`config.mk`:
```
export PLATFORM = sky130hd
export DESIGN_NAME = adc_trigger_sequencer
export DESIGN_NICKNAME = d
export VERILOG_FILES = /design/src/adc_seq_pkg.sv /design/src/adc_trigger_sequencer.sv
export VERILOG_INCLUDE_DIRS = /design/src
export SDC_FILE = /design/constraint.sdc
export NUM_CORES = 2
export LEC_CHECK = 0
export BUFFER_PORTS_ARGS = -buffer_cell sky130_fd_sc_hd__buf_2
export CAP_MARGIN = 20
export CORE_MARGIN = 2
export CORE_UTILIZATION = 53
export CTS_CLUSTER_DIAMETER = 50
export DETAILED_ROUTE_END_ITERATION = 6
export PLACE_DENSITY_LB_ADDON = 0.15
export SLEW_MARGIN = 25
export SYNTH_ARGS = -nofsm -noshare
export SYNTH_HDL_FRONTEND = slang
export SYNTH_SLANG_ARGS = --single-unit
```
`constraint.sdc`:
```
create_clock -name clk_i -period 5.19 [get_ports clk_i]
set_input_delay 0.519 -clock clk_i [delete_from_list [all_inputs] [get_ports clk_i]]
set_output_delay 0.519 -clock clk_i [all_outputs]
set_load 0.005 [all_outputs]
```
`src/adc_seq_defines.svh`:
```
`ifndef ADC_SEQ_DEFINES_SVH
`define ADC_SEQ_DEFINES_SVH

// Register byte offsets
`define ADC_CTRL_OFS        12'h000
`define ADC_STATUS_OFS      12'h004
`define ADC_FORCE_OFS       12'h008
`define ADC_PREMUX_OFS      12'h00c
`define ADC_EDGE_LO_OFS     12'h010
`define ADC_EDGE_HI_OFS     12'h014
`define ADC_PRIO_OFS        12'h018
`define ADC_TRIG_CFG_BASE   12'h100
`define ADC_SLOT_CFG_BASE   12'h200
`define ADC_RESULT_BASE     12'h300

// Control register fields
`define CTRL_PD_BIT         0
`define CTRL_ENH_BIT        1
`define CTRL_REPEAT_BIT     2
`define CTRL_START_BIT      3
`define CTRL_IRQ_EN_BIT     4
`define CTRL_LINE_LSB       5
`define CTRL_CHAN_LSB       8
`define CTRL_WIDTH          12
`define CTRL_RESET          12'h001

// Status register fields
`define STAT_BUSY_BIT       0
`define STAT_MANUAL_BIT     1
`define STAT_SLOT_LSB       8
`define STAT_TRIG_LSB       16

// Premux register fields
`define PMX_SEL_LSB         0
`define PMX_HOLD_BIT        8
`define PMX_WIDTH           9
`define PMX_RESET           9'h000

// Trigger chain fields
`define TCFG_FIRST_LSB      0
`define TCFG_LEN_LSB        5
`define TCFG_REPEAT_BIT     10
`define TCFG_END_IRQ_BIT    11
`define TCFG_LINE_LSB       12
`define TCFG_WIDTH          14
`define TCFG_RESET          14'h0000

// Slot fields
`define SCFG_CHAN_LSB       0
`define SCFG_SEL_LSB        4
`define SCFG_IRQ_EN_BIT     12
`define SCFG_LINE_LSB       13
`define SCFG_WIDTH          15
`define SCFG_RESET          15'h0000

// Priority register: 3 bits per request line
`define PRIO_WIDTH          12
`define PRIO_RESET          12'h000

// Result width and reset
`define RESULT_WIDTH        12
`define RESULT_RESET        12'h000

// Conversion timing
`define CLK_PERIOD_NS       25
`define CONV_STD_NS         400
`define CONV_ENH_NS         500
`define SAMPLE_HOLD_NS      75
`define CONV_STD_CYCLES     (`CONV_STD_NS / `CLK_PERIOD_NS)
`define CONV_ENH_CYCLES     (`CONV_ENH_NS / `CLK_PERIOD_NS)
`define SAMPLE_CYCLES       (`SAMPLE_HOLD_NS / `CLK_PERIOD_NS)

`endif

```
`src/adc_seq_pkg.sv`:
```
package adc_seq_pkg;

  typedef enum logic [1:0] {
    EDGE_OFF,
    EDGE_RISE,
    EDGE_FALL,
    EDGE_BOTH
  } edge_sel_t;

  typedef enum logic [1:0] {
    ST_IDLE,
    ST_SAMPLE,
    ST_CONVERT
  } conv_state_t;

endpackage

```
`src/adc_trigger_sequencer.sv`:
```
// The APB register port and the address map are this design's own decisions.
`timescale 1ns/10ps
`include "adc_seq_defines.svh"

module adc_trigger_sequencer #(
  parameter int NUM_TRIG  = 32,
  parameter int NUM_SLOTS = 24
) (
  input  wire logic                 clk_i,
  input  wire logic                 rst_i,
  input  wire logic                 psel_i,
  input  wire logic                 penable_i,
  input  wire logic                 pwrite_i,
  input  wire logic [11:0]          paddr_i,
  input  wire logic [31:0]          pwdata_i,
  output logic      [31:0]          prdata_o,
  output logic                      pready_o,
  output logic                      pslverr_o,
  input  wire logic [NUM_TRIG-1:0]  trig_i,
  input  wire logic [11:0]          conv_data_i,
  output logic                      conv_power_down_o,
  output logic                      conv_sample_o,
  output logic                      conv_start_o,
  output logic      [3:0]           conv_channel_o,
  output logic      [7:0]           premux_sel_o,
  output logic                      fe_hold_o,
  output logic      [3:0]           irq_o,
  output logic      [11:0]          irq_prio_o,
  output logic                      busy_o
);

  localparam logic [4:0] STD_LAST = 5'(`CONV_STD_CYCLES - 1);
  localparam logic [4:0] ENH_LAST = 5'(`CONV_ENH_CYCLES - 1);
  localparam logic [4:0] SMP_LAST = 5'(`SAMPLE_CYCLES - 1);

  // Parameter sanity
  if (NUM_TRIG < 1 || NUM_TRIG > 32 || NUM_SLOTS < 1 || NUM_SLOTS > 24) begin : g_chk
    $error("adc_trigger_sequencer: unsupported trigger or slot count");
  end

  // Phase counter is five bits; sampling must end before the conversion does
  if (`SAMPLE_CYCLES < 1 || `SAMPLE_CYCLES >= `CONV_STD_CYCLES ||
      `CONV_ENH_CYCLES > 32) begin : g_chk_time
    $error("adc_trigger_sequencer: conversion timing does not fit the counter");
  end

  // Decode of an indexed register bank
  function automatic logic in_bank(input logic [11:0] a, input logic [11:0] base,
                                   input int unsigned n);
    return (a[11:8] == base[11:8]) && (a[1:0] == 2'b00) && (int'(a[7:2]) < n);
  endfunction

  // First slot of a chain; a field beyond the slot bank starts at slot zero
  function automatic logic [4:0] chain_first(input logic [`TCFG_WIDTH-1:0] c);
    logic [4:0] f;
    f = c[`TCFG_FIRST_LSB +: 5];
    return (int'(f) < NUM_SLOTS) ? f : 5'd0;
  endfunction

  logic [`CTRL_WIDTH-1:0]    ctrl;
  logic [`PMX_WIDTH-1:0]     premux_reg;
  logic [63:0]               edge_cfg;
  logic [`PRIO_WIDTH-1:0]    prio;
  logic [`TCFG_WIDTH-1:0]    tcfg [NUM_TRIG];
  logic [`SCFG_WIDTH-1:0]    scfg [NUM_SLOTS];
  logic [`RESULT_WIDTH-1:0]  result [NUM_SLOTS];
  logic [NUM_TRIG-1:0]       trig_prev;
  logic [NUM_TRIG-1:0]       pending;
  logic [NUM_TRIG-1:0]       trig_hit;
  logic [NUM_TRIG-1:0]       force_vec;
  adc_seq_pkg::conv_state_t  state;
  logic [4:0]                cnt;
  logic [4:0]                slot;
  logic [4:0]                remain;
  logic [4:0]                cur_trig;
  logic                      manual;
  logic                      manual_go;
  logic                      wr_acc;
  logic                      setup;
  logic                      last_cycle;
  logic                      conv_done;
  logic                      enh_run;
  logic [4:0]                next_trig;
  logic                      next_found;
  logic [`SCFG_WIDTH-1:0]    cur_scfg;
  logic [`TCFG_WIDTH-1:0]    cur_tcfg;
  logic [`TCFG_WIDTH-1:0]    nxt_tcfg;

  assign wr_acc   = psel_i && penable_i && pwrite_i;
  assign setup    = psel_i && !penable_i;
  assign pready_o = 1'b1;
  assign busy_o   = (state != adc_seq_pkg::ST_IDLE);
  assign conv_power_down_o = ctrl[`CTRL_PD_BIT];
  assign irq_prio_o = prio;

  // Control register; start bit self-clears when the conversion is taken
  always_ff @(posedge clk_i) begin
    if (rst_i) begin
      ctrl <= `CTRL_RESET;
    end else if (wr_acc && paddr_i == `ADC_CTRL_OFS) begin
      ctrl <= pwdata_i[`CTRL_WIDTH-1:0];
    end else if (state == adc_seq_pkg::ST_IDLE && manual_go && pending == '0) begin
      ctrl[`CTRL_START_BIT] <= 1'b0;
    end
  end

  assign manual_go = ctrl[`CTRL_START_BIT] && !ctrl[`CTRL_PD_BIT];

  // Plain configuration registers
  always_ff @(posedge clk_i) begin
    if (rst_i) begin
      premux_reg <= `PMX_RESET;
      edge_cfg   <= '0;
      prio       <= `PRIO_RESET;
    end else if (wr_acc) begin
      if (paddr_i == `ADC_PREMUX_OFS) premux_reg <= pwdata_i[`PMX_WIDTH-1:0];
      if (paddr_i == `ADC_EDGE_LO_OFS) edge_cfg[31:0] <= pwdata_i;
      if (paddr_i == `ADC_EDGE_HI_OFS) edge_cfg[63:32] <= pwdata_i;
      if (paddr_i == `ADC_PRIO_OFS) prio <= pwdata_i[`PRIO_WIDTH-1:0];
    end
  end

  // Trigger chain and slot configuration banks
  always_ff @(posedge clk_i) begin
    if (rst_i) begin
      for (int i = 0; i < NUM_TRIG; i++) tcfg[i] <= `TCFG_RESET;
      for (int i = 0; i < NUM_SLOTS; i++) scfg[i] <= `SCFG_RESET;
    end else if (wr_acc) begin
      if (in_bank(paddr_i, `ADC_TRIG_CFG_BASE, NUM_TRIG)) begin
        tcfg[paddr_i[6:2]] <= pwdata_i[`TCFG_WIDTH-1:0];
      end
      if (in_bank(paddr_i, `ADC_SLOT_CFG_BASE, NUM_SLOTS)) begin
        scfg[paddr_i[6:2]] <= pwdata_i[`SCFG_WIDTH-1:0];
      end
    end
  end

  // Edge detection per trigger input
  genvar g;
  generate
    for (g = 0; g < NUM_TRIG; g++) begin : g_trig
      logic rise;
      logic fall;
      adc_seq_pkg::edge_sel_t mode;
      assign mode = adc_seq_pkg::edge_sel_t'(edge_cfg[2*g +: 2]);
      assign rise = trig_i[g] && !trig_prev[g];
      assign fall = !trig_i[g] && trig_prev[g];
      assign trig_hit[g] = (rise && (mode == adc_seq_pkg::EDGE_RISE ||
                                     mode == adc_seq_pkg::EDGE_BOTH)) ||
                           (fall && (mode == adc_seq_pkg::EDGE_FALL ||
                                     mode == adc_seq_pkg::EDGE_BOTH));
      assign force_vec[g] = wr_acc && paddr_i == `ADC_FORCE_OFS &&
                            pwdata_i[4:0] == 5'(g);
    end
  endgenerate

  always_ff @(posedge clk_i) begin
    if (rst_i) begin
      trig_prev <= '0;
    end else begin
      trig_prev <= trig_i;
    end
  end

  // Pending requests are only collected while idle; taken one is cleared
  always_ff @(posedge clk_i) begin
    if (rst_i) begin
      pending <= '0;
    end else if (state == adc_seq_pkg::ST_IDLE && !ctrl[`CTRL_PD_BIT]) begin
      pending <= (pending | trig_hit | force_vec) &
                 ~(next_found ? (NUM_TRIG'(1) << next_trig) : '0);
    end else begin
      pending <= '0;
    end
  end

  // Lowest numbered pending trigger wins
  always_comb begin
    next_trig  = '0;
    next_found = 1'b0;
    for (int i = NUM_TRIG - 1; i >= 0; i--) begin
      if (pending[i]) begin
        next_trig  = 5'(i);
        next_found = 1'b1;
      end
    end
  end

  assign cur_scfg   = scfg[slot];
  assign cur_tcfg   = tcfg[cur_trig];
  assign nxt_tcfg   = tcfg[next_trig];
  assign last_cycle = (cnt == (enh_run ? ENH_LAST : STD_LAST));
  assign conv_done  = (state == adc_seq_pkg::ST_CONVERT) && last_cycle;

  // Conversion length is fixed while a conversion runs; a mid-run write waits
  always_ff @(posedge clk_i) begin
    if (rst_i) begin
      enh_run <= 1'b0;
    end else if (state == adc_seq_pkg::ST_IDLE || conv_done) begin
      enh_run <= ctrl[`CTRL_ENH_BIT];
    end
  end

  // Conversion and sequencing state machine
  always_ff @(posedge clk_i) begin
    if (rst_i) begin
      state    <= adc_seq_pkg::ST_IDLE;
      cnt      <= '0;
      slot     <= '0;
      remain   <= '0;
      cur_trig <= '0;
      manual   <= 1'b0;
    end else begin
      unique case (state)
        adc_seq_pkg::ST_IDLE: begin
          cnt <= '0;
          if (ctrl[`CTRL_PD_BIT]) begin
            state <= adc_seq_pkg::ST_IDLE;
          end else if (next_found) begin
            state    <= adc_seq_pkg::ST_SAMPLE;
            cur_trig <= next_trig;
            slot     <= chain_first(nxt_tcfg);
            remain   <= nxt_tcfg[`TCFG_LEN_LSB +: 5];
            manual   <= 1'b0;
          end else if (manual_go) begin
            state  <= adc_seq_pkg::ST_SAMPLE;
            manual <= 1'b1;
          end
        end
        adc_seq_pkg::ST_SAMPLE: begin
          cnt <= cnt + 5'd1;
          if (cnt == SMP_LAST) state <= adc_seq_pkg::ST_CONVERT;
        end
        adc_seq_pkg::ST_CONVERT: begin
          cnt <= cnt + 5'd1;
          if (last_cycle) begin
            cnt <= '0;
            if (ctrl[`CTRL_PD_BIT]) begin
              state <= adc_seq_pkg::ST_IDLE;
            end else if (manual) begin
              state <= ctrl[`CTRL_REPEAT_BIT] ? adc_seq_pkg::ST_SAMPLE
                                              : adc_seq_pkg::ST_IDLE;
            end else if (remain != 5'd0) begin
              state  <= adc_seq_pkg::ST_SAMPLE;
              remain <= remain - 5'd1;
              slot   <= (slot == 5'(NUM_SLOTS - 1)) ? 5'd0 : slot + 5'd1;
            end else if (cur_tcfg[`TCFG_REPEAT_BIT]) begin
              state  <= adc_seq_pkg::ST_SAMPLE;
              slot   <= chain_first(cur_tcfg);
              remain <= cur_tcfg[`TCFG_LEN_LSB +: 5];
            end else begin
              state <= adc_seq_pkg::ST_IDLE;
            end
          end
        end
      endcase
    end
  end

  // Pseudo-DMA copy into the owning slot's result register
  always_ff @(posedge clk_i) begin
    if (rst_i) begin
      for (int i = 0; i < NUM_SLOTS; i++) result[i] <= `RESULT_RESET;
    end else if (conv_done && !manual) begin
      result[slot] <= conv_data_i;
    end
  end

  // Manual result kept apart from the slot storage
  logic [`RESULT_WIDTH-1:0] manual_result;
  always_ff @(posedge clk_i) begin
    if (rst_i) begin
      manual_result <= `RESULT_RESET;
    end else if (conv_done && manual) begin
      manual_result <= conv_data_i;
    end
  end

  // Interrupt pulses on the selected request line
  always_ff @(posedge clk_i) begin
    if (rst_i) begin
      irq_o <= '0;
    end else begin
      irq_o <= '0;
      if (conv_done && manual && ctrl[`CTRL_IRQ_EN_BIT]) begin
        irq_o[ctrl[`CTRL_LINE_LSB +: 2]] <= 1'b1;
      end
      if (conv_done && !manual && cur_scfg[`SCFG_IRQ_EN_BIT]) begin
        irq_o[cur_scfg[`SCFG_LINE_LSB +: 2]] <= 1'b1;
      end
      if (conv_done && !manual && remain == 5'd0 && cur_tcfg[`TCFG_END_IRQ_BIT]) begin
        irq_o[cur_tcfg[`TCFG_LINE_LSB +: 2]] <= 1'b1;
      end
    end
  end

  // Converter strobes: sample level, then a start pulse as the phase closes
  always_ff @(posedge clk_i) begin
    if (rst_i) begin
      conv_sample_o <= 1'b0;
      conv_start_o  <= 1'b0;
    end else begin
      conv_sample_o <= (state == adc_seq_pkg::ST_SAMPLE) && (cnt != SMP_LAST);
      conv_start_o  <= (state == adc_seq_pkg::ST_SAMPLE) && (cnt == SMP_LAST);
    end
  end

  // Channel, premux select and hold toward the front end
  always_ff @(posedge clk_i) begin
    if (rst_i) begin
      conv_channel_o <= '0;
      premux_sel_o   <= '0;
      fe_hold_o      <= 1'b0;
    end else if (busy_o && !manual) begin
      conv_channel_o <= cur_scfg[`SCFG_CHAN_LSB +: 4];
      premux_sel_o   <= cur_scfg[`SCFG_SEL_LSB +: 8];
      fe_hold_o      <= (state == adc_seq_pkg::ST_CONVERT) && !last_cycle;
    end else begin
      conv_channel_o <= ctrl[`CTRL_CHAN_LSB +: 4];
      premux_sel_o   <= premux_reg[`PMX_SEL_LSB +: 8];
      fe_hold_o      <= premux_reg[`PMX_HOLD_BIT] ||
                        ((state == adc_seq_pkg::ST_CONVERT) && !last_cycle);
    end
  end

  // Read data and error answer, captured in the setup phase
  always_ff @(posedge clk_i) begin
    if (rst_i) begin
      prdata_o  <= '0;
      pslverr_o <= 1'b0;
    end else if (setup) begin
      prdata_o  <= '0;
      pslverr_o <= 1'b0;
      if (paddr_i == `ADC_CTRL_OFS) begin
        prdata_o[`CTRL_WIDTH-1:0] <= ctrl;
      end else if (paddr_i == `ADC_STATUS_OFS) begin
        prdata_o[`STAT_BUSY_BIT]          <= busy_o;
        prdata_o[`STAT_MANUAL_BIT]        <= manual;
        prdata_o[`STAT_SLOT_LSB +: 5]     <= slot;
        prdata_o[`STAT_TRIG_LSB +: 5]     <= cur_trig;
        prdata_o[31:20]                   <= manual_result;
      end else if (paddr_i == `ADC_FORCE_OFS) begin
        prdata_o <= '0;
      end else if (paddr_i == `ADC_PREMUX_OFS) begin
        prdata_o[`PMX_WIDTH-1:0] <= premux_reg;
      end else if (paddr_i == `ADC_EDGE_LO_OFS) begin
        prdata_o <= edge_cfg[31:0];
      end else if (paddr_i == `ADC_EDGE_HI_OFS) begin
        prdata_o <= edge_cfg[63:32];
      end else if (paddr_i == `ADC_PRIO_OFS) begin
        prdata_o[`PRIO_WIDTH-1:0] <= prio;
      end else if (in_bank(paddr_i, `ADC_TRIG_CFG_BASE, NUM_TRIG)) begin
        prdata_o[`TCFG_WIDTH-1:0] <= tcfg[paddr_i[6:2]];
      end else if (in_bank(paddr_i, `ADC_SLOT_CFG_BASE, NUM_SLOTS)) begin
        prdata_o[`SCFG_WIDTH-1:0] <= scfg[paddr_i[6:2]];
      end else if (in_bank(paddr_i, `ADC_RESULT_BASE, NUM_SLOTS)) begin
        prdata_o[`RESULT_WIDTH-1:0] <= result[paddr_i[6:2]];
      end else begin
        pslverr_o <= 1'b1;
      end
    end
  end

endmodule

```
==> flow_metrics.env <==
export IMPL_outcome="finished with violations"
export IMPL_violations="design-rule violations"
export IMPL_rsz0062_at_grt="no"
export IMPL_grt_ovfl_total=0
export IMPL_worst_endpoint_required_ns=5.91
export IMPL_largest_reg_flops=480
export IMPL_syn_area_mm2=0.07892
export IMPL_synthFlopType="edfxtp_1"
export IMPL_synth_edf_count=1312
export IMPL_worstPathArrival_ns=4.85
export IMPL_dr_total_vias=56740
export IMPL_drtIter0Drc=10160
export IMPL_area_delta_synth_final_pct=14.07
export IMPL_rows=141
export IMPL_cpMaxStageDelayCell="nor3_1"
export IMPL_final_cell_mix="edfxtp_1 (1312), and2_1 (1104), mux4_2 (608)"
export IMPL_h_tree_depth=4
export IMPL_io_pins=160
export IMPL_wl_um=287500
export IMPL_numCtsBuffers=179
export IMPL_grt_pass1_wl_um=402600
export IMPL_final_common_cell="edfxtp_1"
export IMPL_crit_buf_inv=1
export IMPL_clkTransAtPathRegs_ns=0.06
export IMPL_final_antenna_net_count=0
export IMPL_port_buffer_count=158
export IMPL_cts_root_buffer="clkbuf_16"
export IMPL_period_needed_ns=4.128
export IMPL_fillCellCount=11310
export IMPL_antenna_found_initial=16
export IMPL_via_per_inst=6.844
export IMPL_powerDensity_mw_per_mm2=330.3
export IMPL_path_cells="buf_4, nor4_2, nand4_1, nor3_1, o31ai_1, o22ai_1, a22o_1, or4_4, a31oi_1, a211oi_1"
export IMPL_crit_type="register to register"
export IMPL_cts_repair_resize_count=0
export IMPL_firstDrtPassIters=7
export IMPL_biggestRegsByFlops="scfg: 480 flops, tcfg: 448 flops, result: 384 flops"
export IMPL_finalMaxSlewViolations=0
export IMPL_yosys_warnings=0
export IMPL_wl_per_cell_um=34.67
export IMPL_syn_inst=5866
export IMPL_tightest_slew_ns=1.229
export IMPL_hold_class="input port to register"
export IMPL_initial_core_util_pct=53.38
export IMPL_setup_viol=0
export IMPL_die_area_mm2=0.1520
export IMPL_fp_dieW_um=389.9
export IMPL_clockBufferDepth=3
export IMPL_finClkSkew_ns=0.02876
export IMPL_grt_pass1_vias=53390
export IMPL_cpPeakStageDelay_ns=1.05
export IMPL_top_register="scfg"
export IMPL_cp_top_family="simple AND/OR/NAND/NOR gates"
export IMPL_max_slew_margin_pct=17.96
export IMPL_cts_sinks=1571
export IMPL_place_area_mm2=0.08346
export IMPL_p_leak_nw=30.77
export IMPL_max_freq_mhz=242.3
export IMPL_utilization_pct=60.89
export IMPL_cts_setup_buffers=0
export IMPL_clock_latency_ns=0.83
export IMPL_fin_area_mm2=0.09003
export IMPL_async_flop_share_pct=0
export IMPL_critPathLaunchType="register"
export IMPL_finalCritPeriodShare_pct=79.53
export IMPL_grt_max_degree=88
export IMPL_core_mm2=0.1478
export IMPL_finalHoldViolCount=0
export IMPL_cts_tree="built"
export IMPL_ys_ff_latch=1571
export IMPL_hold_buffers=48
export IMPL_place_gp_congestion=1.048
export IMPL_synth_seq_area_share_pct=56.49
export IMPL_grt_usage_pct=37.65
export IMPL_drcViolationCount=3
export IMPL_fin_nets=6298
export IMPL_synth_cell_types=80
export IMPL_peakVddDrop_v=0.0003264
export IMPL_chipHeight_um=389.9
export IMPL_cap_viol_max_count=0
export IMPL_final_layout_size_suffix_gt1_share_pct=22.94
export IMPL_critPathCaptureType="register"
export IMPL_worstPathMaxFanout=26
export IMPL_tns_ns=0
export IMPL_post_synth_cell_area_avg_um2=13.45
export IMPL_hpwl_um=199000
-- final timing paths --
| path | start | endpoint | slack [ns] | cells after the start |
|---|---|---|---|---|
| setup / recovery | pending[0] | slot[4] | 1.06 | 10 |
| hold / removal | rst_i | premux_reg[6] | 0.06 | 2 |
| setup reg to reg | pending[0] | slot[4] | 1.06 | 10 |
| hold reg to reg | ctrl[7] | ctrl[7] | 0.48 | 2 |
-- Yosys cell counts, drive strengths merged, types with 18 or more instances --
master	instances	area, um^2
and2	1104	6907
nor2	295	1107
inv	30	112.6
a222oi	18	180.2
o21ai	224	1121
nand3	54	270.3
mux4	608	13690
clkbuf	408	1531
o221ai	21	183.9
o22ai	60	375.4
a22o	30	262.8
a211oi	54	410.4
nand3b	39	292.8
nand2	453	1700
nor2b	45	289.0
nor3	78	395.4
a21oi	183	915.9
a221oi	26	227.7
a31oi	43	269.0
edfxtp	1312	39400
o211ai	33	247.7
buf	117	550.5
mux2	28	315.3
dfxtp	259	5185
mux2i	109	1091
a22oi	37	277.8
-- kinds of logic (layout without fill, tap and decap cells) --
group	count (synthesis)	after routing	synth area share [%]
xor gates and xnor gates	6	6	0.06659
adders and majority gates	10	10	0.1585
buffers and inverters	557	924	2.790
and+or+nand+nor	2148	2148	14.59
muxes	745	745	19.13
AOI/OAI and AO/OA	827	827	6.759
other	2	130	0.009516
DFF	1571	1571	56.49
-- worst reg2reg max path: cells and delay by family, from the launching register on --
kind | cells | cell delay [ns]
AOI/OAI and AO/OA | 5 | 1.17
buffers and inverters | 1 | 0.26
DFF | 1 | 0.31
and+or+nand+nor | 4 | 2.29
-- per-stage QoR --
| step | setup slack (ns) | total power, mW | hold WS [ns] | cells |
|---|---|---|---|---|
| 2_1_floorplan | 1.186 | 15.79 | 0.4297 | 5985 |
| 3_3_place_gp | 0.6274 | 16.82 | 0.4476 | 7895 |
| 3_5_place_dp | 0.6892 | 16.86 | 0.4654 | 7896 |
| 4_1_cts | 1.167 | 29.69 | 0.02708 | 8282 |
| 5_1_grt | 0.8600 | 30.35 | 0.04215 | 8282 |
| 6_report | 1.062 | 29.73 | 0.06041 | 8291 |
-- where the power goes --
group,internal (mW),switching (mW),total (mW)
Combinational,0.832,1.40,2.23
Sequential,14.2,0.313,14.5
Clock,7.56,5.45,13.0
-- per-layer routing --
| metal | track usage (%) | vias up | share of wire (%) |
|---|---|---|---|
| met1 | 51.75 | 28670 | 36 |
| met5 | 0 | - | 0.031 |
| met4 | 19.73 | 12 | 6.4 |
| met2 | 54.84 | 4374 | 43 |
| met3 | 10.56 | 827 | 14 |
| li1 | - | 22860 | - |
-- layout make-up --
class / instances / area (um^2) / share of cell area [%]
Sequential cell: 1571 / 44600 / 49.54
Multi-Input combinational cell: 3857 / 32710 / 36.33
Clock buffer: 230 / 4795 / 5.326
Timing Repair Buffer: 554 / 4108 / 4.563
Tap cell: 1930 / 2415 / 2.682
Clock inverter: 108 / 1257 / 1.397
Inverter: 32 / 121.4 / 0.1348
Antenna cell: 9 / 22.52 / 0.02502
Power figures use the tool's default switching activity.
